### src/verilog/sld_pkg.sv
// constants and types shared by the segment panel driver
package sld_pkg;
   localparam int          SLD_SEGS        = 16;
   localparam int          SLD_COMS        = 4;
   localparam int          SLD_DATA_W      = 8;
   localparam int          SLD_IDX_LSB     = 0;
   localparam int          SLD_IDX_W       = 4;
   localparam int          SLD_PIX_W       = 4;
   localparam int          SLD_PRE_MIN_LOG = 4;
   localparam int          SLD_PRE_W       = 7;
   localparam int          SLD_FRAME_TICKS = 8;
   localparam int          SLD_SYNC_W      = 3;
   localparam logic [3:0]  SLD_PIX_RESET   = 4'h0;
   localparam logic [3:0]  SLD_CONTRAST_RST = 4'h0;
   localparam logic [2:0]  SLD_BIAS_OFF    = 3'h0;
   localparam logic        SLD_SRC_RC      = 1'b0;
   localparam logic        SLD_SRC_XTAL    = 1'b1;
   // bias level codes on each pin: gnd, v1 (1/3), v2 (2/3), vlcd
   localparam logic [1:0]  SLD_LVL_GND     = 2'h0;
   localparam logic [1:0]  SLD_LVL_V1      = 2'h1;
   localparam logic [1:0]  SLD_LVL_V2      = 2'h2;
   localparam logic [1:0]  SLD_LVL_VLCD    = 2'h3;
   typedef enum logic [1:0] {SLD_RATE_16, SLD_RATE_32, SLD_RATE_64, SLD_RATE_128} sld_rate_e;
endpackage

### src/verilog/sld_tick_gen.sv
// edge detect of the low-speed clock and prescaler to the frame tick
`timescale 1ns/1ns
module sld_tick_gen (
   // clock and reset
   input  wire logic             sys_clk_i,
   input  wire logic             nrst_i,
   // low-speed sources, asynchronous to sys_clk_i
   input  wire logic             rc_clk_i,
   input  wire logic             xtal_clk_i,
   // control
   input  wire logic             src_sel_i,
   input  wire sld_pkg::sld_rate_e rate_i,
   input  wire logic             run_i,
   // one cycle pulse per frame tick period
   output logic                  tick_o
);
   import sld_pkg::*;
   typedef struct packed {
      logic [SLD_SYNC_W-1:0] rc_sy;
      logic [SLD_SYNC_W-1:0] xt_sy;
      logic                  lvl;
      logic [SLD_PRE_W-1:0]  pre;
      logic                  tick;
   } sld_tick_s;
   sld_tick_s st_q, st_d;
   logic        rise;
   logic [SLD_PRE_W-1:0] lim;
   always_comb begin
      st_d       = st_q;
      st_d.rc_sy = {st_q.rc_sy[SLD_SYNC_W-2:0], rc_clk_i};
      st_d.xt_sy = {st_q.xt_sy[SLD_SYNC_W-2:0], xtal_clk_i};
      // a level counts once stages two and three agree
      if (st_q.rc_sy[2] == st_q.rc_sy[1] && src_sel_i == SLD_SRC_RC) begin // RULE3 RULE17
         st_d.lvl = st_q.rc_sy[1];
      end else if (st_q.xt_sy[2] == st_q.xt_sy[1] && src_sel_i == SLD_SRC_XTAL) begin // RULE17
         st_d.lvl = st_q.xt_sy[1];
      end
      rise      = st_d.lvl & ~st_q.lvl;
      lim       = SLD_PRE_W'((1 << (SLD_PRE_MIN_LOG + int'(rate_i))) - 1); // RULE4
      st_d.tick = 1'b0;
      if (!run_i) begin
         st_d.pre = '0;
      end else if (rise) begin
         if (st_q.pre >= lim) begin
            st_d.pre  = '0;
            st_d.tick = 1'b1;
         end else begin
            st_d.pre = st_q.pre + 1'b1;
         end
      end
   end
   always_ff @(posedge sys_clk_i or negedge nrst_i) begin
      if (!nrst_i) begin
         st_q <= '0;
      end else begin
         st_q <= st_d;
      end
   end
   assign tick_o = st_q.tick;
endmodule // sld_tick_gen

### src/verilog/sld_panel_drv.sv
// segment panel driver: map memory, frame timing, pin handover
`timescale 1ns/1ns
// Notes on behaviour
// RULE1: static select 0 gives 1/3 bias 1/4 duty, 1 gives static mode.
// RULE2: up to 16 segment pins against up to 4 common pins.
// RULE3: base clock is internal 16KHz RC or external 32.768KHz crystal.
// RULE4: prescaler divides base clock by 16, 32, 64 or 128 per rate code.
// RULE5: every frame lasts exactly eight frame ticks.
// RULE6: enabled: all commons drive; each segment drives only if selected.
// RULE7: disabled: all common and segment pins go back to GPIO.
// RULE8: static mode: bias switches off, pins driven by GPIO latches low or high.
// RULE9: static mode switches off contrast and bias control circuits.
// RULE10: 4-bit contrast code picks one of 16 supply levels.
// RULE11: map is 16 by 4 bits, reached only via index and data port.
// RULE12: low index nibble selects segment 0 to 15; upper nibble ignored.
// RULE13: software sets index before writing the data port.
// RULE14: data bits 0-3 hold commons 0-3; upper data bits ignored.
// RULE15: software finishes pin, mode, clock, contrast and map setup first.
// RULE16: runs in idle; in stop only on low-speed clock with keep bit set.
// RULE17: clock source 0 is internal RC, 1 is external crystal.
// RULE18: software enables the crystal before selecting it.
// RULE19: segment select 0 keeps GPIO, 1 makes a segment output.
// RULE20: multiplexed mode scans four commons and alternates polarity for zero DC.
module sld_panel_drv (
   // clock and reset
   input  wire logic                       sys_clk_i,
   input  wire logic                       nrst_i,
   // low-speed clocks
   input  wire logic                       rc_clk_i,
   input  wire logic                       xtal_clk_i,
   // control bits
   input  wire logic                       panel_drive_enable_i,
   input  wire logic                       static_select_i,
   input  wire logic                       frame_clock_source_sel_i,
   input  wire sld_pkg::sld_rate_e         frame_prescale_sel_i,
   input  wire logic [3:0]                 contrast_level_i,
   input  wire logic [2:0]                 bias_resistor_sel_i,
   input  wire logic [7:0]                 segment_pin_select_low_i,
   input  wire logic [7:0]                 segment_pin_select_high_i,
   // power state
   input  wire logic                       stop_mode_i,
   input  wire logic                       stop_wake_keep_i,
   // map access
   input  wire logic                       map_index_wr_i,
   input  wire logic                       map_data_wr_i,
   input  wire logic [sld_pkg::SLD_DATA_W-1:0] map_wdata_i,
   output logic [sld_pkg::SLD_DATA_W-1:0]  map_index_o,
   output logic [sld_pkg::SLD_DATA_W-1:0]  map_data_port_o,
   // pin ownership and drive
   output logic [sld_pkg::SLD_COMS-1:0]    com_own_o,
   output logic [sld_pkg::SLD_SEGS-1:0]    seg_own_o,
   output logic [2*sld_pkg::SLD_COMS-1:0]  com_level_o,
   output logic [2*sld_pkg::SLD_SEGS-1:0]  seg_level_o,
   output logic [sld_pkg::SLD_COMS-1:0]    com_latch_o,
   output logic [sld_pkg::SLD_SEGS-1:0]    seg_latch_o,
   output logic                            bias_switch_en_o,
   // analog controls
   output logic                            contrast_en_o,
   output logic [3:0]                      contrast_code_o,
   output logic                            bias_ctrl_en_o,
   output logic [2:0]                      bias_res_sel_o,
   // status
   output logic [1:0]                      active_com_o,
   output logic                            frame_start_o
);
   import sld_pkg::*;

   typedef struct packed {
      logic [SLD_IDX_W-1:0]      idx;
      logic [2:0]                step;
      logic                      frm;
      logic                      pol;
      logic [SLD_COMS-1:0]       com_own;
      logic [SLD_SEGS-1:0]       seg_own;
      logic [2*SLD_COMS-1:0]     com_lvl;
      logic [2*SLD_SEGS-1:0]     seg_lvl;
      logic [SLD_COMS-1:0]       com_lat;
      logic [SLD_SEGS-1:0]       seg_lat;
      logic                      bsw;
      logic                      con_en;
      logic [3:0]                con;
      logic                      bia_en;
      logic [2:0]                bia;
      logic [SLD_PIX_W-1:0]      rdat;
   } sld_drv_s;

   sld_drv_s st_q, st_d;
   logic [SLD_PIX_W-1:0] map_q [SLD_SEGS]; // RULE11
   logic                 tick;
   logic                 run;
   logic [SLD_SEGS-1:0]  seg_sel;
   logic [1:0]           cs;
   logic                 on;

   // multiplexed level: selected = full swing, else 1/3 swing, inverted by polarity
   function automatic logic [1:0] sld_level(input logic com, input logic pix,
                                            input logic pol);
      logic [1:0] l;
      l = SLD_LVL_GND;
      if (com) begin
         l = pix ? SLD_LVL_VLCD : SLD_LVL_V1;
      end else begin
         l = pix ? SLD_LVL_GND : SLD_LVL_V2;
      end
      if (pol) begin
         l = SLD_LVL_VLCD - l; // RULE20
      end
      return l;
   endfunction

   // stop mode keeps running only off the crystal with keep set
   assign run = panel_drive_enable_i &
                (~stop_mode_i | (stop_wake_keep_i &
                 frame_clock_source_sel_i == SLD_SRC_XTAL)); // RULE16
   assign seg_sel = {segment_pin_select_high_i, segment_pin_select_low_i}; // RULE2
   assign on      = panel_drive_enable_i;

   sld_tick_gen u_tick (
      .sys_clk_i  (sys_clk_i),
      .nrst_i     (nrst_i),
      .rc_clk_i   (rc_clk_i),
      .xtal_clk_i (xtal_clk_i),
      .src_sel_i  (frame_clock_source_sel_i),
      .rate_i     (frame_prescale_sel_i),
      .run_i      (run),
      .tick_o     (tick)
   );

   always_comb begin
      st_d     = st_q;
      st_d.frm = 1'b0;
      cs       = st_q.step[2:1];
      if (map_index_wr_i) begin
         st_d.idx = map_wdata_i[SLD_IDX_LSB +: SLD_IDX_W]; // RULE12
      end
      st_d.rdat = map_q[st_q.idx];
      // eight ticks per frame; two per common, polarity flips within the pair
      if (!on) begin
         st_d.step = '0;
         st_d.pol  = 1'b0;
      end else if (tick) begin
         st_d.step = st_q.step + 1'b1; // RULE5
         st_d.pol  = ~st_q.pol; // RULE20
         st_d.frm  = (st_q.step == 3'(SLD_FRAME_TICKS - 1));
      end
      st_d.com_own = on ? '1 : '0; // RULE6 RULE7
      st_d.seg_own = on ? seg_sel : '0; // RULE19 RULE7
      st_d.bsw     = on & ~static_select_i; // RULE8 RULE1
      st_d.con_en  = on & ~static_select_i; // RULE9
      st_d.bia_en  = on & ~static_select_i & (bias_resistor_sel_i != SLD_BIAS_OFF); // RULE9
      st_d.con     = contrast_level_i; // RULE10
      st_d.bia     = bias_resistor_sel_i;
      for (int c = 0; c < SLD_COMS; c++) begin
         // selected common swings full, the rest sit one third off the rail
         st_d.com_lvl[2*c +: 2] = sld_level(1'b1, cs == 2'(c), st_q.pol); // RULE1 RULE20
         // static: every common carries the backplane square wave
         st_d.com_lat[c] = on & static_select_i & st_q.pol; // RULE8
      end
      for (int s = 0; s < SLD_SEGS; s++) begin
         // lit pixel opposes the selected common, so it sees the full swing
         st_d.seg_lvl[2*s +: 2] = sld_level(1'b0, map_q[s][cs], st_q.pol); // RULE1
         st_d.seg_lat[s] = on & static_select_i & seg_sel[s] &
                           (st_q.pol ^ map_q[s][0]); // RULE8
      end
      if (!on || static_select_i) begin
         st_d.com_lvl = '0;
         st_d.seg_lvl = '0;
      end
   end

   always_ff @(posedge sys_clk_i or negedge nrst_i) begin
      if (!nrst_i) begin
         st_q <= '0;
      end else begin
         st_q <= st_d;
      end
   end

   // map has no reset; software loads it before enabling
   always_ff @(posedge sys_clk_i) begin
      if (map_data_wr_i) begin
         map_q[st_q.idx] <= map_wdata_i[SLD_PIX_W-1:0]; // RULE14
      end
   end

   assign map_index_o      = {4'h0, st_q.idx};
   assign map_data_port_o  = {4'h0, st_q.rdat};
   assign com_own_o        = st_q.com_own;
   assign seg_own_o        = st_q.seg_own;
   assign com_level_o      = st_q.com_lvl;
   assign seg_level_o      = st_q.seg_lvl;
   assign com_latch_o      = st_q.com_lat;
   assign seg_latch_o      = st_q.seg_lat;
   assign bias_switch_en_o = st_q.bsw;
   assign contrast_en_o    = st_q.con_en;
   assign contrast_code_o  = st_q.con;
   assign bias_ctrl_en_o   = st_q.bia_en;
   assign bias_res_sel_o   = st_q.bia;
   assign active_com_o     = st_q.step[2:1];
   assign frame_start_o    = st_q.frm;

   static_off_a: assert property (@(posedge sys_clk_i) disable iff (!nrst_i)
      static_select_i |=> !bias_switch_en_o && !contrast_en_o) // RULE9
      else $error("static mode left bias active");
   gpio_back_a: assert property (@(posedge sys_clk_i) disable iff (!nrst_i)
      !panel_drive_enable_i |=> com_own_o == '0 && seg_own_o == '0) // RULE7
      else $error("pins not returned to gpio");
   coms_own_a: assert property (@(posedge sys_clk_i) disable iff (!nrst_i)
      panel_drive_enable_i |=> com_own_o == '1) // RULE6
      else $error("commons not owned");
   seg_pick_a: assert property (@(posedge sys_clk_i) disable iff (!nrst_i)
      panel_drive_enable_i |=> seg_own_o == $past(seg_sel)) // RULE19
      else $error("segment ownership wrong");
   idx_load_a: assert property (@(posedge sys_clk_i) disable iff (!nrst_i)
      map_index_wr_i |=> map_index_o == {4'h0, $past(map_wdata_i[3:0])}) // RULE12
      else $error("index not loaded");
   frame_len_a: assert property (@(posedge sys_clk_i) disable iff (!nrst_i)
      frame_start_o |-> active_com_o == 2'h0 && st_q.step == 3'h0) // RULE5
      else $error("frame length not eight ticks");
   contrast_a: assert property (@(posedge sys_clk_i) disable iff (!nrst_i)
      ##1 contrast_code_o == $past(contrast_level_i)) // RULE10
      else $error("contrast code not passed");
   mux_sw_a: assert property (@(posedge sys_clk_i) disable iff (!nrst_i)
      panel_drive_enable_i && !static_select_i |=> bias_switch_en_o) // RULE1
      else $error("bias switch off in multiplexed mode");
endmodule // sld_panel_drv

### config.mk
export PLATFORM = sky130hd
export DESIGN_NAME = sld_panel_drv
export DESIGN_NICKNAME = d
export VERILOG_FILES = /design/src/verilog/sld_pkg.sv /design/src/verilog/sld_tick_gen.sv /design/src/verilog/sld_panel_drv.sv
export SDC_FILE = /design/constraint.sdc
export NUM_CORES = 1
export LEC_CHECK = 0
export BUFFER_PORTS_ARGS = -buffer_cell sky130_fd_sc_hd__buf_2
export CORE_ASPECT_RATIO = 0.8
export CORE_MARGIN = 2
export CORE_UTILIZATION = 61
export CTS_BUF_LIST = sky130_fd_sc_hd__clkbuf_4 sky130_fd_sc_hd__clkbuf_8
export CTS_CLUSTER_DIAMETER = 30
export CTS_CLUSTER_SIZE = 8
export DETAILED_ROUTE_END_ITERATION = 12
export PLACE_DENSITY = 0.85
export REMOVE_ABC_BUFFERS = 1
export SLEW_MARGIN = 40
export SYNTH_ARGS = -nofsm -noshare
export SYNTH_HDL_FRONTEND = slang
export SYNTH_SLANG_ARGS = --single-unit
### constraint.sdc
create_clock -name sys_clk_i -period 4.4 [get_ports sys_clk_i]
set_input_delay 1.32 -clock sys_clk_i [delete_from_list [all_inputs] [get_ports sys_clk_i]]
set_output_delay 1.32 -clock sys_clk_i [all_outputs]
set_load 0.005 [all_outputs]
==> out/results.ini, run 1 <==
[cts]
root_buffer = clkbuf_8
clk_latency_ns = 0.45
clk_pin_slew_ns = 0.08
postCtsResizedCells = 0
h-tree-depth = 4
hold_buffers = 0
cts_sinks = 157
post_cts_buffers = 0
tritoncts = built
cts_buffer_depth = 2
cts-buffers-inserted = 17

[floorplan]
start_util_pct = 63.0
die_area_um2 = 12800
num_rows = 35
die_height_um = 102
die_w_um = 126
core-area_um2 = 11600
ioPinCount = 153

[placed_design]
place_congestion = 0.789
post-place-cells = 689
hpwl_um = 9650
port-buffer-count = 140

[power]
pwr-share-seq_pct = 56.0
cell_internal_pwr_mw = 2.23
switching_share_pct = 22.9
powerDensity_nw_per_um2 = 375
power_frac_clock_pct = 37.0
p_leak_nw = 3.55
irDropWorstVdd_v = 0.000233
p_comb_share_pct = 7.0
p_sw_uw = 663

[setup_path]
startpoint_type = register
critical_path.top_delay_family = flip-flops
crit_chain = buf_2
path_buf_inv = 1
worstReg2RegStart = map_index_o[0]
slowest_stage = dfrtp_2
cpPeakStageDelay_ns = 0.78
critPathKind = reg2out
crit_path_start = map_index_o[0]
arrival_ns = 1.45
critical_path_required_ns = 3.08
path_max_fanout = 25
end_kind = output pin

[yosys]
netlist_area_um2 = 7280
yosysTopAreaCell = dfrtp_1
seq_area_frac_synth_pct = 58.3
synth.area.top_cells = dfrtp_1 32%, edfxtp_1 26%, buf_4 11%
yosys.area.top_type_share_pct = 31.9
syn-instance-count = 520
synth_cell_types = 44
ys_ff_latch = 157
ys_warn_count = 0
avgSynthCellArea_um2 = 14.0

[cells_and_area]
layoutNonFillerInstCount = 721
regArea_um2 = 4250
nFillCells = 792
nets = 610
areaGrowthSynthToFinish_pct = 5.86
drive_gt1_share_pct = 37.0
multi_input_area_um2 = 2120
diodes = 0

[sta]
fin_setup_tns_ns = 0
setup_violations = 0
worst_pin_slew_ns = 0.736
drv_slew = 0
hold_viol_final = 0
clock_skew_ns = 0.0230
period_share_pct = 62.9
fmax_ghz = 0.361
rsz0062_at_grt = no
slew_headroom_pct = 50.5
holdWs_ns = 0.358
finalCriticalPeriod_ns = 2.77

[detailed_routing]
route.detailed.drc = 0
wirelength_um = 13900
viasPerCell = 5.58
first_iter_violations = 359
avgRoutedWirePerCell_um = 19.2
drtAntennaViolNets = 0
dr.pass1.iters = 5
route.vias.total = 4020

[grt]
antenna_found_initial = 0
grt_max_degree = 69
grt_overflow = 0
track_usage_pct = 22.8
grt_pass1_vias = 4115
grt_pass1_wl_um = 21800

[flow_run]
cap_violations = 0

[hold_path]
hold_path.class = reg2reg
holdCritStartpoint = u_tick.st_d[13]

[status]
status = completed

[routing by layer]
metal  up-vias  global-route usage, %  wire length (um)
met5         -                      0                 0
met2       216                   36.4              6630
li1       1787                      -                 -
met1      1997                   30.0              5600
met4         0                   8.11               248
met3        20                   7.24              1390
[worst paths after layout]
| check | depth (start not counted) | end | slack, ns |
|---|---|---|---|
| max | 1 | map_index_o[0] | 1.63 |
| min | 0 | u_tick.st_d[14] | 0.36 |
| max reg2reg | 2 | map_data_port_o[1] | 2.29 |
| min reg2reg | 0 | u_tick.st_d[14] | 0.36 |
| max in group asynchronous | 2 | st_q[94] | 2.88 |
| min in group asynchronous | 1 | seg_level_o[3] | 0.85 |
[synth_stat cells (all sizes together)]
cell type and count:
a21boi 2, mux4 36, or3b 1, and3 18
dfrtp 93, and2 16, nand4 3, mux2i 3
nand2b 2, nor4 1, nor3 5, or2b 1
o31ai 1, maj3 1, inv 6, and4bb 1
a41oi 1, o211ai 2, o21ai 5, a21bo 1
ha 6, nand3 5, a21oi 4, and4b 1
a21o 1, mux2 4, or3 2, nand3b 2
buf 115, nand2 15, clkbuf 15, nor2 44
nor2b 2, xnor2 23, o211a 1, edfxtp 64
xor2 16, conb 1
[sequential cells by signal, summed over array words and instances, names as in the netlist, 5 cells and up]
name / cells
com_level_o: 5
seg_latch_o: 16
map_q: 64
seg_level_o: 17
u_tick.st_q: 10
seg_own_o: 16
[through the flow]
step | setup slack, ns | util [%] | power, mW | cell area, um2
2_1_floorplan | 1.83 | - | 1.73 | 6390
3_3_place_gp | 1.57 | 63.2 | 1.84 | 7310
3_5_place_dp | 1.39 | 63.3 | 1.85 | 7310
4_1_cts | 1.60 | 66.7 | 2.91 | 7710
5_1_grt | 1.56 | 66.7 | 2.99 | 7710
6_report | 1.63 | 66.7 | 2.89 | 7710
[worst reg2reg max path, stage by stage (launching register included)]
cell	delay [ns]
dfrtp_2	0.78
mux4_1	0.71
mux4_2	0.49
[layout make-up]
cell class / instances / area share, %
Clock buffer: 22 / 3.68
Clock inverter: 10 / 1.43
Inverter: 6 / 0.292
Multi-Input combinational cell: 234 / 27.5
Sequential cell: 157 / 55.2
Tap cell: 148 / 2.40
Timing Repair Buffer: 144 / 9.56
[logic make-up after synthesis]
logic type / count (synthesis) / share of synthesized area, %
buffers and inverters: 136 / 13.0
other: 1 / 0.0515
AND/OR/NAND/NOR: 119 / 8.33
flip-flops: 157 / 58.3
multiplexers: 43 / 12.8
adder cells (fa/ha/maj): 7 / 1.17
XOR/XNOR: 39 / 4.69
AO/OA/AOI/OAI: 18 / 1.63
[cells in the final DEF, fill, tap and decap left out, types with 3 or more instances in the layout]
| cell type | n |
|---|---|
| clkinv_2 | 4 |
| ha_1 | 6 |
| conb_1 | 8 |
| edfxtp_1 | 64 |
| mux2i_1 | 3 |
| nand4_1 | 3 |
| mux4_2 | 23 |
| xnor2_1 | 23 |
| clkbuf_4 | 3 |
| xor2_1 | 16 |
| and2_1 | 16 |
| mux2_2 | 4 |
| mux4_1 | 13 |
| clkbuf_8 | 19 |
| o21ai_0 | 5 |
| and3_1 | 18 |
| nor2_1 | 44 |
| nand2_1 | 15 |
| dfrtp_2 | 3 |
| nand3_1 | 5 |
| a21oi_1 | 4 |
| buf_4 | 4 |
| dfrtp_1 | 90 |
| nor3_1 | 5 |
| buf_2 | 139 |
| inv_1 | 5 |
[power groups by stage]
stage | Clock (mW) | Combinational, mW | Sequential, mW
floorplan | 0 | 0.0890 | 1.64
global placement | 0 | 0.197 | 1.64
detailed placement | 0 | 0.205 | 1.65
CTS | 1.08 | 0.206 | 1.62
global route | 1.14 | 0.223 | 1.63
finish | 1.07 | 0.203 | 1.62
Power figures use the tool's default switching activity.
==> run 2, diff against run 1 <==
Settings changed: CORE_UTILIZATION 61 to 57, PLACE_DENSITY 0.85 to 0.8.
Clock period 4.4 ns to 2.73 ns, I/O delays scaled along.
==> run 2 against run 1 <==
Sequential share of layout area shrank 0.61 points. Global-route usage shrank 1.5 points. Core utilization shrank 3.6 points. Non-clock buffer count grew 7. Power grew 58%. Critical path depth grew 1. Register-to-register slack lost 1.7 ns. Routed wire length grew 2.1%. Setup slack lost 1.2 ns. Clock skew shrank 0.015 ns. Combinational power grew 73%. Via count grew 1.3%.
==> out/results.ini, run 2 (synthesis results as in run 1) <==
[status]
status = completed

[grt]
grt_pass1_wl_um = 21600
track_usage_pct = 21.3
antenna_found_initial = 0
grt_overflow = 0
grt_pass1_vias = 4047
grt_max_degree = 47

[placed_design]
port-buffer-count = 140
placed_area_um2 = 7410
place_congestion = 0.867
hpwl_um = 9960

[sta]
holdWs_ns = 0.318
worst_pin_slew_ns = 0.731
slew_headroom_pct = 50.9
fmax_ghz = 0.433
period_share_pct = 84.7
setup_violations = 0
drv_slew = 0
fin_setup_tns_ns = 0
rsz0062_at_grt = no
clock_skew_ns = 0.00821
finalCriticalPeriod_ns = 2.31
hold_viol_final = 0

[cts]
tritoncts = built
cts_sinks = 157
root_buffer = clkbuf_8
post_cts_buffers = 0
cts_buffer_depth = 2
clk_pin_slew_ns = 0.08
clk_latency_ns = 0.44
postCtsResizedCells = 0
hold_buffers = 0
cts-buffers-inserted = 17
h-tree-depth = 4

[detailed_routing]
route.detailed.drc = 0
dr.pass1.iters = 4
first_iter_violations = 364
route.vias.total = 4071
avgRoutedWirePerCell_um = 18.8
wirelength_um = 14200
drtAntennaViolNets = 0
viasPerCell = 5.42

[floorplan]
start_util_pct = 59.0
ioPinCount = 153
die_area_um2 = 13700
die_w_um = 130
core-area_um2 = 12300
num_rows = 36
die_height_um = 105

[cells_and_area]
mostFrequentLayoutCell = buf_2
final_cell_mix = 139 x buf_2, 93 x dfrtp_1, 64 x edfxtp_1, 44 x nor2_1
areaGrowthSynthToFinish_pct = 6.94
diodes = 0
nets = 617
nFillCells = 915
stdcell_area_um2 = 7790
largest_reg_flops = 64
regMostFlops = map_q
drive_gt1_share_pct = 37.1

[hold_path]
hold_path.class = in2async

[power]
power_frac_clock_pct = 35.5
switching_share_pct = 23.0
cell_internal_pwr_mw = 3.52
p_leak_nw = 3.59
powerDensity_nw_per_um2 = 587
total_power_mw = 4.57
p_sw_mw = 1.05
pwr-share-seq_pct = 56.8
irDropWorstVdd_v = 0.000291
p_comb_share_pct = 7.7

[setup_path]
cpPeakStageDelay_ns = 0.69
startpoint_type = register
critical_path_required_ns = 1.91
slowest_stage = dfrtp_1
crit_chain = buf_12 > buf_2
end_kind = output pin
path_max_fanout = 16
arrival_ns = 1.49
critPathKind = reg2out

[flow_run]
cap_violations = 0

==> run 2: layout make-up <==
cell class	count	area, um2	area share (%)
clock inverter	11	87.6	1.12
inverter	6	22.5	0.289
timing repair buffer	151	811	10.4
clock buffer	21	289	3.71
tap	171	214	2.75
multi-input combinational	234	2120	27.2
sequential	157	4250	54.5
==> run 2: final timing paths <==
| check | slack, ns | from | cells after the start | end |
|---|---|---|---|---|
| worst max-delay path | 0.42 | map_index_o[0] | 2 | map_index_o[0] |
| worst min-delay path | 0.32 | nrst_i | 1 | seg_level_o[29] |
| worst max register to register | 0.61 | map_index_o[0] | 3 | map_data_port_o[2] |
| worst min register to register | 0.35 | u_tick.st_d[10] | 0 | u_tick.st_d[11] |
| max in group asynchronous | 1.80 | nrst_i | 2 | contrast_code_o[3] |
| min in group sys_clk_i | 0.35 | u_tick.st_d[10] | 0 | u_tick.st_d[11] |
==> run 2: power groups by stage <==
stage,logic (mW),clock network [mW],registers [mW]
2_1_floorplan,0.143,0,2.64
3_3_place_gp,0.343,0,2.64
3_5_place_dp,0.356,0,2.64
4_1_cts,0.357,1.65,2.60
5_1_grt,0.385,1.75,2.61
6_report,0.352,1.62,2.60
==> run 2: critical path: cells and delay by family (launching register included) <==
family / cells / cell delay [ns]
flip-flops: 1 / 0.69
buffers and inverters: 2 / 0.36
==> run 2: metrics by stage <==
step | std cells | utilization [%] | worst slack (ns)
floorplan | 397 | - | 0.664
global placement | 719 | 60.1 | 0.404
detailed placement | 719 | 60.1 | 0.316
CTS | 751 | 63.1 | 0.397
global route | 751 | 63.1 | 0.339
finish | 751 | 63.1 | 0.419
==> run 2: metal layers <==
metal | wire [um] | global-route usage (%) | up-vias
met5 | 0 | 0 | -
met4 | 174 | 5.78 | 0
met3 | 1250 | 6.45 | 18
met2 | 7070 | 33.9 | 185
met1 | 5660 | 28.8 | 2071
li1 | - | - | 1797
